[config.mk]
export PLATFORM = sky130hd
export DESIGN_NAME = ucg_top
export DESIGN_NICKNAME = d
export VERILOG_FILES = /design/src/hw/ucg_pkg.sv /design/src/hw/ucg_dma_hold.sv /design/src/hw/ucg_top.sv
export SDC_FILE = /design/constraint.sdc
export NUM_CORES = 1
export LEC_CHECK = 0
export ABC_CLOCK_PERIOD_IN_PS = 5100
export BUFFER_PORTS_ARGS = -buffer_cell sky130_fd_sc_hd__buf_4
export CELL_PAD_IN_SITES_DETAIL_PLACEMENT = 1
export CELL_PAD_IN_SITES_GLOBAL_PLACEMENT = 1
export CORE_MARGIN = 8
export CORE_UTILIZATION = 39
export CTS_CLUSTER_SIZE = 30
export DETAILED_ROUTE_END_ITERATION = 10
export GPL_TIMING_DRIVEN = 0
export PLACE_DENSITY_LB_ADDON = 0.08
export RECOVER_POWER = 25
export SYNTH_ARGS = -nofsm -noshare
export SYNTH_HDL_FRONTEND = slang
export SYNTH_SLANG_ARGS = --single-unit
[constraint.sdc]
create_clock -name clk_sys_in -period 5.1 [get_ports clk_sys_in]
set_clock_uncertainty 0.1 [all_clocks]
set_input_delay 0.765 -clock clk_sys_in [delete_from_list [all_inputs] [get_ports clk_sys_in]]
set_output_delay 0.765 -clock clk_sys_in [all_outputs]
set_load 0.02 [all_outputs]
[src/hw/ucg_pkg.sv]
// Package of constants and carrier types for the USB clock gating and wake block.
package ucg_pkg;

    //////////////////////////////////////////////////////////////////////////
    // Timing.
    localparam int CLK_PERIOD_NS   = 100;
    localparam int DMA_HOLD_US     = 2000;
    // A least hold time, so the division rounds up.
    localparam int DMA_HOLD_CYCLES = (DMA_HOLD_US * 1000 + CLK_PERIOD_NS - 1) / CLK_PERIOD_NS;
    localparam int HOLD_W          = 16;

    //////////////////////////////////////////////////////////////////////////
    // Bus geometry and answers.
    localparam int       AW          = 12;
    localparam int       DW          = 32;
    localparam logic [1:0] RESP_OKAY   = 2'h0;
    localparam logic [1:0] RESP_SLVERR = 2'h2;
    localparam logic [1:0] RESP_DECERR = 2'h3;

    //////////////////////////////////////////////////////////////////////////
    // Address windows, selected by address bits 11:8.
    localparam logic [3:0] WIN_OWN  = 4'h0;
    localparam logic [3:0] WIN_DEV  = 4'h1;
    localparam logic [3:0] WIN_HOST = 4'h2;
    localparam logic [3:0] WIN_OTG  = 4'h3;
    localparam logic [3:0] WIN_I2C  = 4'h4;

    //////////////////////////////////////////////////////////////////////////
    // Register byte offsets inside the own window.
    localparam logic [7:0] OFF_CLK_CTRL = 8'h00;
    localparam logic [7:0] OFF_CLK_STAT = 8'h04;
    localparam logic [7:0] OFF_PWR      = 8'h08;
    localparam logic [7:0] OFF_IRQ_STAT = 8'h0c;
    localparam logic [7:0] OFF_IRQ_CLR  = 8'h10;
    localparam logic [7:0] OFF_IRQ_EN   = 8'h14;
    localparam logic [7:0] OFF_REQ_STAT = 8'h18;

    //////////////////////////////////////////////////////////////////////////
    // Field positions and reset values.
    localparam int         PWR_ON_BIT   = 0;
    localparam int         PWR_WAKE_BIT = 1;
    localparam int         IRQ_NEED_BIT = 8;
    localparam logic [4:0] CLK_CTRL_RST = 5'h00;
    localparam logic [1:0] PWR_RST      = 2'h0;
    localparam logic [2:0] IRQ_EN_RST   = 3'h0;

    //////////////////////////////////////////////////////////////////////////
    // Carrier types.
    typedef struct packed {
        logic ahb;
        logic i2c;
        logic otg;
        logic host;
        logic dev;
    } ucg_sw_t;

    typedef struct packed {
        logic host_dma;
        logic host_disc;
        logic host_resume;
        logic host_susp;
        logic dev_dma;
        logic dev_attach;
        logic dev_act;
        logic dev_susp;
    } ucg_ctl_in_t;

    typedef struct packed {
        logic host_dma;
        logic host;
        logic dev_dma;
        logic dev;
    } ucg_req_t;

    typedef struct packed {
        logic buserr;
        logic idle;
        logic wake;
    } ucg_irq_t;

endpackage : ucg_pkg

[src/hw/ucg_dma_hold.sv]
// Hold timer that stretches DMA activity into a clock request.
`timescale 1ns/1ns
`default_nettype none

module ucg_dma_hold #(
    parameter int unsigned HOLD_CYC = ucg_pkg::DMA_HOLD_CYCLES
) (
    input  wire logic clk_sys_in,
    input  wire logic reset_in,
    input  wire logic access_in,
    output logic      need_out
);
    import ucg_pkg::*;

    localparam logic [HOLD_W-1:0] RELOAD = HOLD_W'(HOLD_CYC - 1);

    logic [HOLD_W-1:0] cnt_r;
    logic [HOLD_W-1:0] cnt_nxt;

    // The request stands while accesses come and for the hold time after the last.
    assign cnt_nxt  = access_in ? RELOAD : (cnt_r != '0) ? cnt_r - HOLD_W'(1) : cnt_r;
    assign need_out = access_in | (cnt_r != '0);

    always_ff @(posedge clk_sys_in or posedge reset_in) begin
        if (reset_in) begin
            cnt_r <= '0;
        end else begin
            cnt_r <= cnt_nxt;
        end
    end

endmodule : ucg_dma_hold

`default_nettype wire

[src/hw/ucg_top.sv]
// USB subsystem clock gating, clock request and wake logic with its register slave.
// Notes on behaviour
// - Each gated switch turns its clock on and raises clock-on when enabled.
// - Clock-on indicators of all switches are readable in the clock status register.
// - Clearing a controller enable bit turns that controller clock off; device and host clocks stay on while their request stands.
// - Clearing the subsystem power bit gates off every subsystem clock.
// - A software enabled clock stays on until software clears the enable; the code also gates it off when the subsystem power bit is cleared.
// - Access to a controller whose clock is off answers with a bus error.
// - Device request turns on its clock; device DMA request turns on the master clock.
// - Device request stands while not suspended, or suspended with bus activity.
// - Device request drops when the attach state bit is cleared.
// - Device DMA request holds for 2 ms after the last DMA access.
// - Host request turns on its clock; host DMA request turns on the master clock.
// - Host request stands unless suspended without resume or disconnect.
// - Host DMA request holds for 2 ms after the last DMA access.
// - With wake enabled, the combined request wakes the chip from power-down.
// - The combined request is readable in the interrupt status register.
//
// The address map and register access over Avalon-MM were decided locally.
`timescale 1ns/1ns
`default_nettype none

module ucg_top #(
    parameter int unsigned DMA_HOLD_CYC = ucg_pkg::DMA_HOLD_CYCLES
) (
    input  wire logic                  clk_sys_in,
    input  wire logic                  reset_in,
    input  wire logic [ucg_pkg::AW-1:0] avs_address_in,
    input  wire logic                  avs_read_in,
    input  wire logic                  avs_write_in,
    input  wire logic [ucg_pkg::DW-1:0] avs_writedata_in,
    output logic [ucg_pkg::DW-1:0]     avs_readdata_out,
    output logic [1:0]                 avs_response_out,
    output logic                       avs_waitrequest_out,
    input  wire ucg_pkg::ucg_ctl_in_t  ctl_status_in,
    output ucg_pkg::ucg_sw_t           clk_en_out,
    output logic [3:0]                 ctrl_sel_out,
    output logic                       ctrl_write_out,
    output logic [7:0]                 ctrl_addr_out,
    output logic [ucg_pkg::DW-1:0]     ctrl_wdata_out,
    input  wire logic [ucg_pkg::DW-1:0] ctrl_rdata_in,
    output logic                       wake_out,
    output logic                       irq_out
);
    import ucg_pkg::*;

    //////////////////////////////////////////////////////////////////////////
    // Window decode, used for the forward strobes and the error check.
    function automatic logic [3:0] win_onehot(input logic [3:0] win);
        win_onehot = {win == WIN_I2C, win == WIN_OTG, win == WIN_HOST, win == WIN_DEV};
    endfunction : win_onehot

    //////////////////////////////////////////////////////////////////////////
    // Controller status comes from the 48 MHz side: three flops, then agreement.
    ucg_ctl_in_t sync1_r;
    ucg_ctl_in_t sync2_r;
    ucg_ctl_in_t sync3_r;
    ucg_ctl_in_t ctl_r;
    ucg_ctl_in_t ctl_nxt;

    // A level that stands for a single sampled cycle never reaches ctl_r, so a
    // glitch on a controller status line cannot switch a clock on its own.
    genvar gi;
    generate
        for (gi = 0; gi < $bits(ucg_ctl_in_t); gi++) begin : g_agree
            assign ctl_nxt[gi] = (sync2_r[gi] == sync3_r[gi]) ? sync3_r[gi] : ctl_r[gi];
        end
    endgenerate

    always_ff @(posedge clk_sys_in or posedge reset_in) begin
        if (reset_in) begin
            sync1_r <= '0;
            sync2_r <= '0;
            sync3_r <= '0;
            ctl_r   <= '0;
        end else begin
            sync1_r <= ctl_status_in;
            sync2_r <= sync1_r;
            sync3_r <= sync2_r;
            ctl_r   <= ctl_nxt;
        end
    end

    //////////////////////////////////////////////////////////////////////////
    // Clock requests from the controllers.
    ucg_req_t req;

    assign req.dev  = ctl_r.dev_attach & (~ctl_r.dev_susp | ctl_r.dev_act);
    assign req.host = ~ctl_r.host_susp | ctl_r.host_resume | ctl_r.host_disc;

    // The hold keeps the master clock up across short DMA gaps, trading power for latency.
    ucg_dma_hold #(
        .HOLD_CYC (DMA_HOLD_CYC)
    ) u_dev_hold (
        .clk_sys_in (clk_sys_in),
        .reset_in   (reset_in),
        .access_in  (ctl_r.dev_dma),
        .need_out   (req.dev_dma)
    );

    ucg_dma_hold #(
        .HOLD_CYC (DMA_HOLD_CYC)
    ) u_host_hold (
        .clk_sys_in (clk_sys_in),
        .reset_in   (reset_in),
        .access_in  (ctl_r.host_dma),
        .need_out   (req.host_dma)
    );

    //////////////////////////////////////////////////////////////////////////
    // Software registers.
    ucg_sw_t    ctrl_en_r;
    logic [1:0] pwr_r;
    ucg_irq_t   irq_en_r;
    ucg_irq_t   irq_st_r;
    ucg_sw_t    on_r;
    logic       need_d_r;
    logic       ack_r;

    logic power_on;
    logic wake_en;
    assign power_on = pwr_r[PWR_ON_BIT];
    assign wake_en  = pwr_r[PWR_WAKE_BIT];

    //////////////////////////////////////////////////////////////////////////
    // Switch enables and clock-on indicators.
    ucg_sw_t sw_en;

    assign sw_en.dev  = power_on & (ctrl_en_r.dev | req.dev);
    assign sw_en.host = power_on & (ctrl_en_r.host | req.host);
    assign sw_en.otg  = power_on & ctrl_en_r.otg;
    assign sw_en.i2c  = power_on & ctrl_en_r.i2c;
    assign sw_en.ahb  = power_on & (ctrl_en_r.ahb | req.dev_dma | req.host_dma);

    // The gate and its clock-on report come from one flop, so they never disagree.
    always_ff @(posedge clk_sys_in or posedge reset_in) begin
        if (reset_in) begin
            on_r <= '0;
        end else begin
            on_r <= sw_en;
        end
    end

    assign clk_en_out = on_r;

    //////////////////////////////////////////////////////////////////////////
    // Combined request and wake.
    logic need_all;
    assign need_all = (|req) | (|ctrl_en_r);

    logic wake_r;
    always_ff @(posedge clk_sys_in or posedge reset_in) begin
        if (reset_in) begin
            wake_r   <= 1'b0;
            need_d_r <= 1'b0;
        end else begin
            wake_r   <= wake_en & need_all;
            need_d_r <= need_all;
        end
    end

    assign wake_out = wake_r;

    //////////////////////////////////////////////////////////////////////////
    // Bus decode. Every access waits one cycle, then is answered.
    logic       req_any;
    logic       fire;
    logic       wr_fire;
    logic [3:0] win;
    logic [7:0] off;
    logic [3:0] win_hit;
    logic       win_on;
    logic       is_own;
    logic       own_known;
    logic       gated_err;

    assign req_any  = avs_read_in | avs_write_in;
    assign fire     = req_any & ~ack_r;
    assign wr_fire  = avs_write_in & ack_r;
    assign win      = avs_address_in[11:8];
    assign off      = avs_address_in[7:0];
    assign win_hit  = win_onehot(win);
    assign win_on   = |(win_hit & {on_r.i2c, on_r.otg, on_r.host, on_r.dev});
    assign is_own   = (win == WIN_OWN);
    assign own_known = (off == OFF_CLK_CTRL) | (off == OFF_CLK_STAT) | (off == OFF_PWR) |
                       (off == OFF_IRQ_STAT) | (off == OFF_IRQ_CLR) | (off == OFF_IRQ_EN) |
                       (off == OFF_REQ_STAT);
    assign gated_err = (|win_hit) & ~win_on;

    assign avs_waitrequest_out = req_any & ~ack_r;

    // A controller must return its read word in the strobe cycle; it cannot stretch
    // the access, which keeps every bus answer at exactly one wait state.
    // Forwarded controller access, only while that controller's clock runs.
    assign ctrl_sel_out   = fire & ~gated_err ? win_hit : 4'h0;
    assign ctrl_write_out = avs_write_in;
    assign ctrl_addr_out  = off;
    assign ctrl_wdata_out = avs_writedata_in;

    logic [DW-1:0] own_rd;
    assign own_rd = (off == OFF_CLK_CTRL) ? DW'(ctrl_en_r) :
                    (off == OFF_CLK_STAT) ? DW'(on_r) :
                    (off == OFF_PWR)      ? DW'(pwr_r) :
                    (off == OFF_IRQ_STAT) ? (DW'(irq_st_r) | (DW'(need_all) << IRQ_NEED_BIT)) :
                    (off == OFF_IRQ_EN)   ? DW'(irq_en_r) :
                    (off == OFF_REQ_STAT) ? DW'(req) : 32'h0000_0000;

    logic [1:0]    resp_nxt;
    logic [DW-1:0] rdata_nxt;
    logic [1:0]    resp_r;
    logic [DW-1:0] rdata_r;

    assign resp_nxt  = is_own ? (own_known ? RESP_OKAY : RESP_DECERR) :
                       (|win_hit) ? (gated_err ? RESP_SLVERR : RESP_OKAY) : RESP_DECERR;
    assign rdata_nxt = ~avs_read_in | (resp_nxt != RESP_OKAY) ? 32'h0000_0000 :
                       is_own ? own_rd : ctrl_rdata_in;

    always_ff @(posedge clk_sys_in or posedge reset_in) begin
        if (reset_in) begin
            ack_r   <= 1'b0;
            resp_r  <= RESP_OKAY;
            rdata_r <= 32'h0000_0000;
        end else begin
            ack_r   <= fire;
            resp_r  <= fire ? resp_nxt : resp_r;
            rdata_r <= fire ? rdata_nxt : rdata_r;
        end
    end

    assign avs_response_out = resp_r;
    assign avs_readdata_out = rdata_r;

    //////////////////////////////////////////////////////////////////////////
    // Register writes take effect at the edge where waitrequest is seen low.
    logic wr_own;
    assign wr_own = wr_fire & is_own;

    always_ff @(posedge clk_sys_in or posedge reset_in) begin
        if (reset_in) begin
            ctrl_en_r <= CLK_CTRL_RST;
            pwr_r     <= PWR_RST;
            irq_en_r  <= IRQ_EN_RST;
        end else begin
            if (wr_own && off == OFF_CLK_CTRL) begin
                ctrl_en_r <= avs_writedata_in[4:0];
            end
            if (wr_own && off == OFF_PWR) begin
                pwr_r <= avs_writedata_in[1:0];
            end
            if (wr_own && off == OFF_IRQ_EN) begin
                irq_en_r <= avs_writedata_in[2:0];
            end
        end
    end

    //////////////////////////////////////////////////////////////////////////
    // Sticky events; a new event in the clearing cycle survives the clear.
    ucg_irq_t ev;
    ucg_irq_t clr;
    assign ev.wake   = wake_en & need_all & ~need_d_r;
    assign ev.idle   = need_d_r & ~need_all;
    assign ev.buserr = fire & gated_err;
    assign clr       = (wr_own && off == OFF_IRQ_CLR) ? avs_writedata_in[2:0] : 3'h0;

    always_ff @(posedge clk_sys_in or posedge reset_in) begin
        if (reset_in) begin
            irq_st_r <= '0;
        end else begin
            irq_st_r <= (irq_st_r & ~clr) | ev;
        end
    end

    assign irq_out = |(irq_st_r & irq_en_r);
endmodule : ucg_top

`default_nettype wire
[Word level (Yosys, flattened, before mapping)]
Index checks and enable logic that the tools add are counted.
Storage, ports and cells
  register bits after elaboration: 119
  bits in latches: 0
  RAM bits: 0
  ROM bits: 0
  bits of input ports: 88
  output and inout port bits: 87
  word-level logic and storage cells: 157
  memories kept: 0
Cells by class
  add/sub/neg operators: 2
  multipliers: 0
  div/mod/pow operators: 0
  $lt $le $gt $ge: 0
  eq/ne operators: 18
  shift-type cells: 0
  multiplexer cells: 18
  bitwise gates (word level): 47
  reductions and logical operators: 16
Operators by type and width (number)
  $mux W16: 4
  $mux W32: 2
  $mux W9: 4
  $reduce_bool A16 Y1: 2
  $sub A16 B1 Y16 const B: 2
  $eq A8 B5 Y1 const B: 3
  $or A1 B1 Y1: 18
  $eq A8 B4 Y1 const B: 2
  $and A1 B1 Y1: 15
  $mux W4: 3
  $reduce_or A4 Y1: 3
  $or A3 B9 Y9: 1
  $eq A1 B1 Y1: 8
  $eq A4 B2 Y1 const B: 2
  $eq A8 B3 Y1 const B: 1
  $logic_not A8 Y1: 1
  $mux W2: 4
  $not A1 Y1: 8
  $and A3 B3 Y3: 2
  $reduce_bool A2 Y1: 3
  $reduce_or A5 Y1: 1
  $and A4 B4 Y4: 1
  $eq A4 B1 Y1 const B: 1
  $eq A4 B3 Y1 const B: 1
  other kinds (6): 9

[Depth between registers and ports, before layout]
Gate-level depths: netlist (run 1).
  depth in word-level cells: 12
  gate-level depth with buffers: 8
  gate-level depth less buffers: 7

[Cells and area by module]
From an unflattened synthesis (run 1), not the netlist that was laid out.
Unflattened totals
  cell total of the unflattened synthesis: 507
  area total of the unflattened synthesis: 5642.9 µm²
Modules (own cells, without submodules)
  ucg_top: times used 1, cells an instance 313, area each 3808.7 µm², seq. area each 2177.1 µm²
  ucg_dma_hold: times used 2, cells an instance 97, area each 917.1 µm², seq. area each 400.4 µm²

[Worst setup path before layout (run 1)]
Ideal clock, no wire load.
  path kind: input-to-output
  start point: input avs_address_in[8] in the netlist's numbering
  end point: output ctrl_sel_out[0]
  arrival time: 2349 ps
  data required time: 4235 ps
  setup slack: 1886 ps
  stages: 6
  buffers on the path: 1
  cells stage by stage: clkbuf_1 or3b_2 a21oi_1 o211ai_1 nand3_1 nor4b_1
Between the ends
  word-level cells in the longest chain between the ends: 8
  elaborated cells between the ends (all ways): 12
  classes of those cells: 4 x eq/ne; 1 x mux; 5 x bitwise; 2 x reduce/logical
RTL lines
  from (decl): line ucg_top.sv:28  | input wire logic [ucg_pkg::AW-1:0] avs_address_in,
  $eq A4 B1 Y1, or another cell as far along: line ucg_top.sv:50  | win_onehot = {win == WIN_I2C, win == WIN_OTG, win == WIN_HOST, win == WIN_DEV};
  $and A4 B4 Y4: line ucg_top.sv:183  | assign win_on = |(win_hit & {on_r.i2c, on_r.otg, on_r.host, on_r.dev});
  $reduce_or A4 Y1: line ucg_top.sv:183
  $not A1 Y1: line ucg_top.sv:188  | assign gated_err = (|win_hit) & ~win_on;
  $and A1 B1 Y1: line ucg_top.sv:188
  $not A1 Y1: line ucg_top.sv:195  | assign ctrl_sel_out = fire & ~gated_err ? win_hit : 4'h0;
  $and A1 B1 Y1: line ucg_top.sv:195
  $mux W4 *: line ucg_top.sv:195
  to (decl): line ucg_top.sv:37  | output logic [3:0] ctrl_sel_out,
Mark *: on every way between the ends. The rest lies on a longest branch, timed or not.

[Final worst setup path (run 1)]
Same ends and word-level chain as after synthesis.

==> results.md, run 1 <==
* Port buffer count at 147
* Worst Path Required at ~4200 ps
* Clock Power Share at 0.488
* Initial antenna violation count at 0
* Slew @ Worst Pin at 2650 ps
* Relative slew slack at -0.774
* Slew Viols, Final at 58
* Clk sink count at about 120
* CP dominant cell by count: buf_4
* Final antenna-violating net count at 0
* N_diodes at 0
* Global route overflow at 0
* XOR/XNOR Fraction of Synth Area at 0.0367
* Period utilization at 0.648
* Die ar. at 18100 µm²
* Met3 track demand over resource at 0.0613
* Failing checks: max-capacitance violations, max-slew violations
* Layout cell share with drive strength beyond 1 at 0.380
* Ys Warns at 0
* Critical Path Start: avs_address_in[8]
* Sequential-to-total area share from yosys stat at 0.542
* Number of max-cap violations at 1
* Worst hold path class: reg -> reg
* Post-synth top area share at 0.542
* Gates resized, CTS repair at 0
* Layout area overhead at 35.6%
* Setup bufs post-CTS at 0
* CTS buffer count at 17
* Leakage at 3.45 nW
* Rows at 43
* Most common flop cell mapped by yosys: dfrtp_1
* Later-pin clock latency in the skew report at 420 ps
* DIE WIDTH at 135 µm
* Drt pass-1 iters at 4
* FILL cells at approximately 1500
* Synth area leaders: dfrtp_1 54%, buf_4 5.6%, a22o_1 4.9%
* CTS tree: done
* Final setup violation count at 0
* Syn Nets at 573
* Vias in the first global route at 4790
* Hold slack at 247 ps
* Worst vdd ir at 0.217 mV
* #FFs+latches synth at roughly 120
* Status: finished, violations left
* Synth Area in Simple Gates at 0.170
* Cell variety after synth at 64
* Clk slew on worst S/H paths at ~60 ps
* Remaining DRCs at 0
* Grt met2 use at 0.289
* Switching Share at 0.248
* Critical Path AT at 2440 ps
* Final WS setup at 1800 ps
* Via density at 5.17
* GRT Util Overall at 0.180
* R2R Setup Slk at 2220 ps
* CTS root buf: clkbuf_16
* Hold_buf cts at 0
* EDFF count, synth at 0
* Routing usage on met1 at 0.223
* Clk buf depth at 2
* Post-Synthesis Cells at 481
* R2R Path Start: u_dev_hold.cnt_r[3]$_DFFE_PP0P_
* Final Power at 2.45 mW
* TNS Setup at 0 ps
* Setup crit end kind: primary output
* CORE AREA at 13800 µm²
* Final WL at between 15000 and 20000 µm
* RSZ-0062 raised after global routing: no
* CP cell instances: buf_4 > clkbuf_1 > or3b_2 > a21oi_1 > o211ai_1 > nand3_1 > nor4b_1 > buf_4
* Most frequent cell after synthesis: dfrtp_1
* Area of the mapped netlist at 5490 µm²
* Top post-synthesis cells by count: 119 x dfrtp_1, 41 x buf_4, 31 x a22o_1
* Placement Cell Area at between 6000 and 7000 µm²
* NetSw at 608 µW
* Fmax at 303 MHz
* Largest net degree at the start of global routing at 63
* Synth Area in Adders at 0.0237
* H-tree Lvls at 4
* Flop pwr share at 0.406
* Period minus WS final at 3300 ps
* Die height at 135 µm
* Starting DRT DRC Count at 201
* Worst setup SP type: input port
* Slowest stage delay, CP at 330 ps
* Post-Place Worst Slack at between 1500 and 2000 ps
* Mux contribution to synthesized area at 0.0355
* Final Hold Fails at 0
* Global-route wire length before repair at 25900 µm
* Hold Path Origin: sync1_r[5]$_DFF_PP0_
* Mean Syn Cell Area at about 11 µm²
* GP Congestion at 0.802
* Compound-cell area share of the yosys netlist at 0.112
* Area leader, netlist: dfrtp_1
* Power Internal at 1.84 mW
* Gr busiest metal: met2
* Largest family of logic cells by synthesized area: simple AND/OR/NAND/NOR gates
* Ys async rst share at 1.00
* IO Pins at approximately 180
* Routed via count at 4344
* Combinational share of power at 0.106
* HPWL after detailed placement at 11900 µm
* Drt wl/cell at ~19 µm
* Final instance area at 7450 µm²
* Setup CP Type: in -> out
* Slowest cell on crit path: clkbuf_1
* Crit Path Max Fanout at 10
* Starting Density at 0.397
* P per Cell Area at roughly 330 nW/µm²
* Nets at between 700 and 800
[layer usage]
metal	vias up	share of wire	wire [µm]
met3	12	0.073	1150
met2	143	0.48	7600
met4	0	0.010	161
met5	-	0	0
li1	2018	-	-
met1	2171	0.44	6960
[layout make-up]
type,count,area (µm²),area share
Multi-Input combinational cell,288,2070,0.278
Sequential cell,119,2980,0.400
Clock inverter,13,145,0.0195
Inverter,12,46.3,0.00621
Buffer,62,398,0.0534
Clock buffer,19,453,0.0608
Timing Repair Buffer,148,1130,0.152
Tap cell,180,225,0.0302
[logic make-up (layout without fill, tap and decap cells)]
family / Yosys count / count (layout)
and+or+nand+nor: 157 / 157
DFF: 119 / 119
AOI/OAI and AO/OA: 81 / 81
buffers and inverters: 74 / 254
xor gates and xnor gates: 23 / 23
muxes: 15 / 15
adders and majority gates: 12 / 12
[cell usage in the layout, fill, tap and decap left out, types with 5 or more instances in the layout]
| master | instances |
|---|---|
| nor2b_1 | 10 |
| xnor2_1 | 5 |
| clkbuf_4 | 9 |
| nand2_1 | 20 |
| o21ai_0 | 10 |
| a21oi_1 | 11 |
| nor4_1 | 6 |
| nand4b_1 | 5 |
| buf_4 | 179 |
| o211ai_1 | 5 |
| clkbuf_1 | 17 |
| mux2_2 | 6 |
| dfrtp_1 | 119 |
| inv_1 | 11 |
| clkbuf_16 | 17 |
| nand2b_1 | 16 |
| mux2_4 | 5 |
| nor3_1 | 13 |
| a22o_1 | 31 |
| maj3_1 | 8 |
| nand3_1 | 10 |
| nand4_1 | 9 |
| xor2_1 | 18 |
| nor2_1 | 28 |
[sequential cells by signal (all words and copies together), names as in the netlist]
register and count:
sync3_r 8, ctrl_en_r 5, u_dev_hold.cnt_r 16, sync1_r 8
clk_en_out 5, irq_en_r 3, u_host_hold.cnt_r 16, avs_response_out 2
avs_readdata_out 32, ctl_r 8, irq_st_r 3, pwr_r 2
sync2_r 8, need_d_r 1, wake_out 1, ack_r 1
[worst max-delay path, delay by kind of cell]
kind	cells	cell delay [ps]
compound gates	2	330
simple gates	3	720
buf+inv	3	640
[stage by stage]
step / instances / utilization
3_3_place_gp: 808 / 0.493
6_report: 841 / 0.539
5_1_grt: 841 / 0.539
2_1_floorplan: 481 / -
3_5_place_dp: 809 / 0.496
4_1_cts: 841 / 0.539
[power groups by stage]
| stage | Sequential [mW] | Combinational, mW | Clock [mW] |
|---|---|---|---|
| 6_report | 0.995 | 0.259 | 1.20 |
| 5_1_grt | 1.00 | 0.286 | 1.27 |
| 4_1_cts | 0.995 | 0.264 | 1.22 |
| 3_5_place_dp | 1.01 | 0.263 | 0 |
| 3_3_place_gp | 1.01 | 0.252 | 0 |
| 2_1_floorplan | 1.01 | 0.141 | 0 |
[worst paths after layout]
kind,cells past startpoint,to
setup reg to reg,6,u_dev_hold.cnt_r[1]$_DFFE_PP0P_
setup / recovery,8,ctrl_sel_out[0]
hold reg to reg,0,sync2_r[5]$_DFF_PP0_
min in group asynchronous,2,u_dev_hold.cnt_r[11]$_DFFE_PP0P_
hold / removal,0,sync2_r[5]$_DFF_PP0_
max in group asynchronous,2,clk_en_out[3]$_DFF_PP0_
Power figures use the tool's default switching activity.
==> inputs of run 2 (changes only) <==
Settings changed: ABC_CLOCK_PERIOD_IN_PS 5100 to 3200.
Clock period 5.1 ns to 3.2 ns, I/O delays scaled along.
==> run 2 against run 1 <==
The flow still finishes with violations (max-capacitance violations, max-slew violations). Worst setup slack got worse by 1500 ps. Sequential share of layout area rose by 0.11 points. Largest cell class unchanged. Critical path depth fell by 2. Register-to-register slack got worse by 1900 ps. Count of clock-buffer cells in the layout rose by 6.
==> results.md, run 2 (synthesis gave the netlist of run 1 again) <==
* Final setup violation count at 0 (unchanged)
* Layout cell share with drive strength beyond 1 at 0.373 (-0.00718)
* Setup bufs post-CTS at 0 (unchanged)
* Commonest non-fill, non-tap cell in the layout: buf_4
* P per Cell Area at 508 nW/µm² (+54%)
* Clk slew on worst S/H paths at 50 ps (about the same)
* Crit Path Max Fanout at 10 (unchanged)
* Leakage at 3.44 nW (-0.46%)
* CTS tree: done
* Layout area overhead at 35.2%
* Grt met2 use at 0.287 (-0.00166)
* Final WL at 15700 µm (-1.0%)
* Final antenna-violating net count at 0 (unchanged)
* Hold_buf cts at 0 (unchanged)
* Gates resized, CTS repair at 0 (unchanged)
* Global-route wire length before repair at 25800 µm (-0.53%)
* Worst vdd ir at 0.359 mV (+65%)
* Clk sink count at 119 (unchanged)
* RSZ-0062 raised after global routing: no
* IO Pins at 175 (unchanged)
* Largest net degree at the start of global routing at 38 (-40%)
* Critical Path AT at 3080 ps (+640 ps)
* Vias in the first global route at 4817 (+0.56%)
* Worst setup SP type: register
* Nets at 742 (+0.27%)
* Largest register FFs at 32 (unchanged)
* Later-pin clock latency in the skew report at 420 ps (about the same)
* Global route overflow at 0 (unchanged)
* Relative slew slack at -0.164 (+0.610)
* GP Congestion at 0.826 (+3.0%)
* Fmax at 347 MHz
* Worst path buffer plus inverter count at 1 (-2)
* N_diodes at 0 (unchanged)
* Routing usage on met1 at 0.222 (-0.00150)
* Drt wl/cell at 18.6 µm (-1.2%)
* Period minus WS final at 2880 ps
* Slew @ Worst Pin at 1750 ps (-901 ps)
* Crit path max-delay family: simple AND/OR/NAND/NOR gates
* Setup crit end kind: register
* Drt pass-1 iters at 4 (unchanged)
* Routed via count at 4367 (+0.53%)
* Remaining DRCs at 0 (unchanged)
* Slowest stage delay, CP at 770 ps (+440 ps)
* GRT Util Overall at 0.179 (-0.00146)
* Slew Viols, Final at 34 (-41%)
* Gr busiest metal: met2
* Final Power at 3.77 mW (+54%)
* Clk buf depth at 2 (unchanged)
* TNS Setup at 0 ps (unchanged)
* Starting Density at 0.397 (unchanged)
* Via density at 5.18 (+0.29%)
* Final Util at 0.537 (-0.00145)
* Final Hold Fails at 0 (unchanged)
* Starting DRT DRC Count at 143 (-29%)
* Setup CP Type: reg -> reg
* H-tree Lvls at 4 (unchanged)
* CP cell instances: nor4_1 > nand4_1 > clkbuf_1 > nor2_1 > a21oi_1 > or2_2
* Met3 track demand over resource at 0.0550 (-0.00632)
* Worst hold path class: in -> reg
* Port buffer count at 147 (unchanged)
* Rows at 43 (unchanged)
* HPWL after detailed placement at 11900 µm (-0.16%)
* Worst Path Required at 3400 ps (-840 ps)
* Fin cells at 843 (+0.24%)
* Failing checks: max-capacitance violations, max-slew violations
* Number of max-cap violations at 1 (unchanged)
* CTS root buf: clkbuf_16
* Die ar. at 18100 µm² (unchanged)
* CORE AREA at 13800 µm² (unchanged)
* DIE WIDTH at 135 µm (unchanged)
* Status: finished, violations left
* Period utilization at 0.901
* Hold slack at 87.0 ps (-160 ps)
* Initial antenna violation count at 0 (unchanged)
* CTS buffer count at 17 (unchanged)
* Slowest cell on crit path: nor4_1
* Most frequent cells in the layout: 179 x buf_4, 119 x dfrtp_1, 31 x a22o_1, 28 x nor2_1, 22 x clkbuf_1
* DP Cell Count at 811 (+0.25%)
* Die height at 135 µm (unchanged)
run 2: changes by cell type in the layout (fill, tap and decap cells not counted), sizes merged:
cell,delta
clkbuf,+6
clkinv,-3
inv,-3
buf,+1
bufinv,-1
clkdlybuf4s25,+1
clkinvlp,+1
run 2: worst paths after layout:
| kind | cells past startpoint | start | slack [ps] | end |
|---|---|---|---|---|
| min reg2reg | 0 | sync1_r[3]$_DFF_PP0_ | 240 | sync2_r[3]$_DFF_PP0_ |
| max reg2reg | 6 | u_dev_hold.cnt_r[3]$_DFFE_PP0P_ | 320 | u_dev_hold.cnt_r[1]$_DFFE_PP0P_ |
| min | 1 | ctl_status_in[6] | 90 | sync1_r[6]$_DFF_PP0_ |
| min in group asynchronous | 2 | reset_in | 150 | avs_readdata_out[9]$_DFFE_PP0P_ |
| max | 6 | u_dev_hold.cnt_r[3]$_DFFE_PP0P_ | 320 | u_dev_hold.cnt_r[1]$_DFFE_PP0P_ |
| max in group asynchronous | 3 | reset_in | 510 | avs_readdata_out[8]$_DFFE_PP0P_ |
run 2: worst register-to-register path, delay by kind of cell, from the launching register on:
kind / cells / cell delay, ps
AO/OA/AOI/OAI: 1 / 50
buffers and inverters: 1 / 390
flip-flops: 1 / 410
AND/OR/NAND/NOR: 4 / 1820
run 2: where the power goes:
group	total (mW)	internal (mW)	switching, mW
combinational	0.415	0.191	0.223
sequential	1.59	1.55	0.0307
clock	1.77	1.12	0.649
total	3.77	2.87	0.903
run 2: per-stage QoR:
step / setup slack (ps) / area (µm²)
3_3_place_gp: 138 / 6830
3_5_place_dp: 67.6 / 6890
5_1_grt: 2.05 / 7430
2_1_floorplan: 556 / 5500
4_1_cts: 300 / 7440
6_report: 317 / 7430
run 2: layout make-up:
type                       count  area [µm²]
inverter                      12        46.3
timing repair buffer         150        1150
buffer                        62         398
fill                        1489        6400
clock inverter                 7        70.1
multi-input combinational    288        2070
clock buffer                  25         485
sequential                   119        2980
tap                          180         225
run 2: per-layer routing:
metal  wire length [µm]  up-vias
li1                   -     2028
met1               6890     2189
met2               7590      129
met3               1020       21
met4                214        0
met5                  0        -
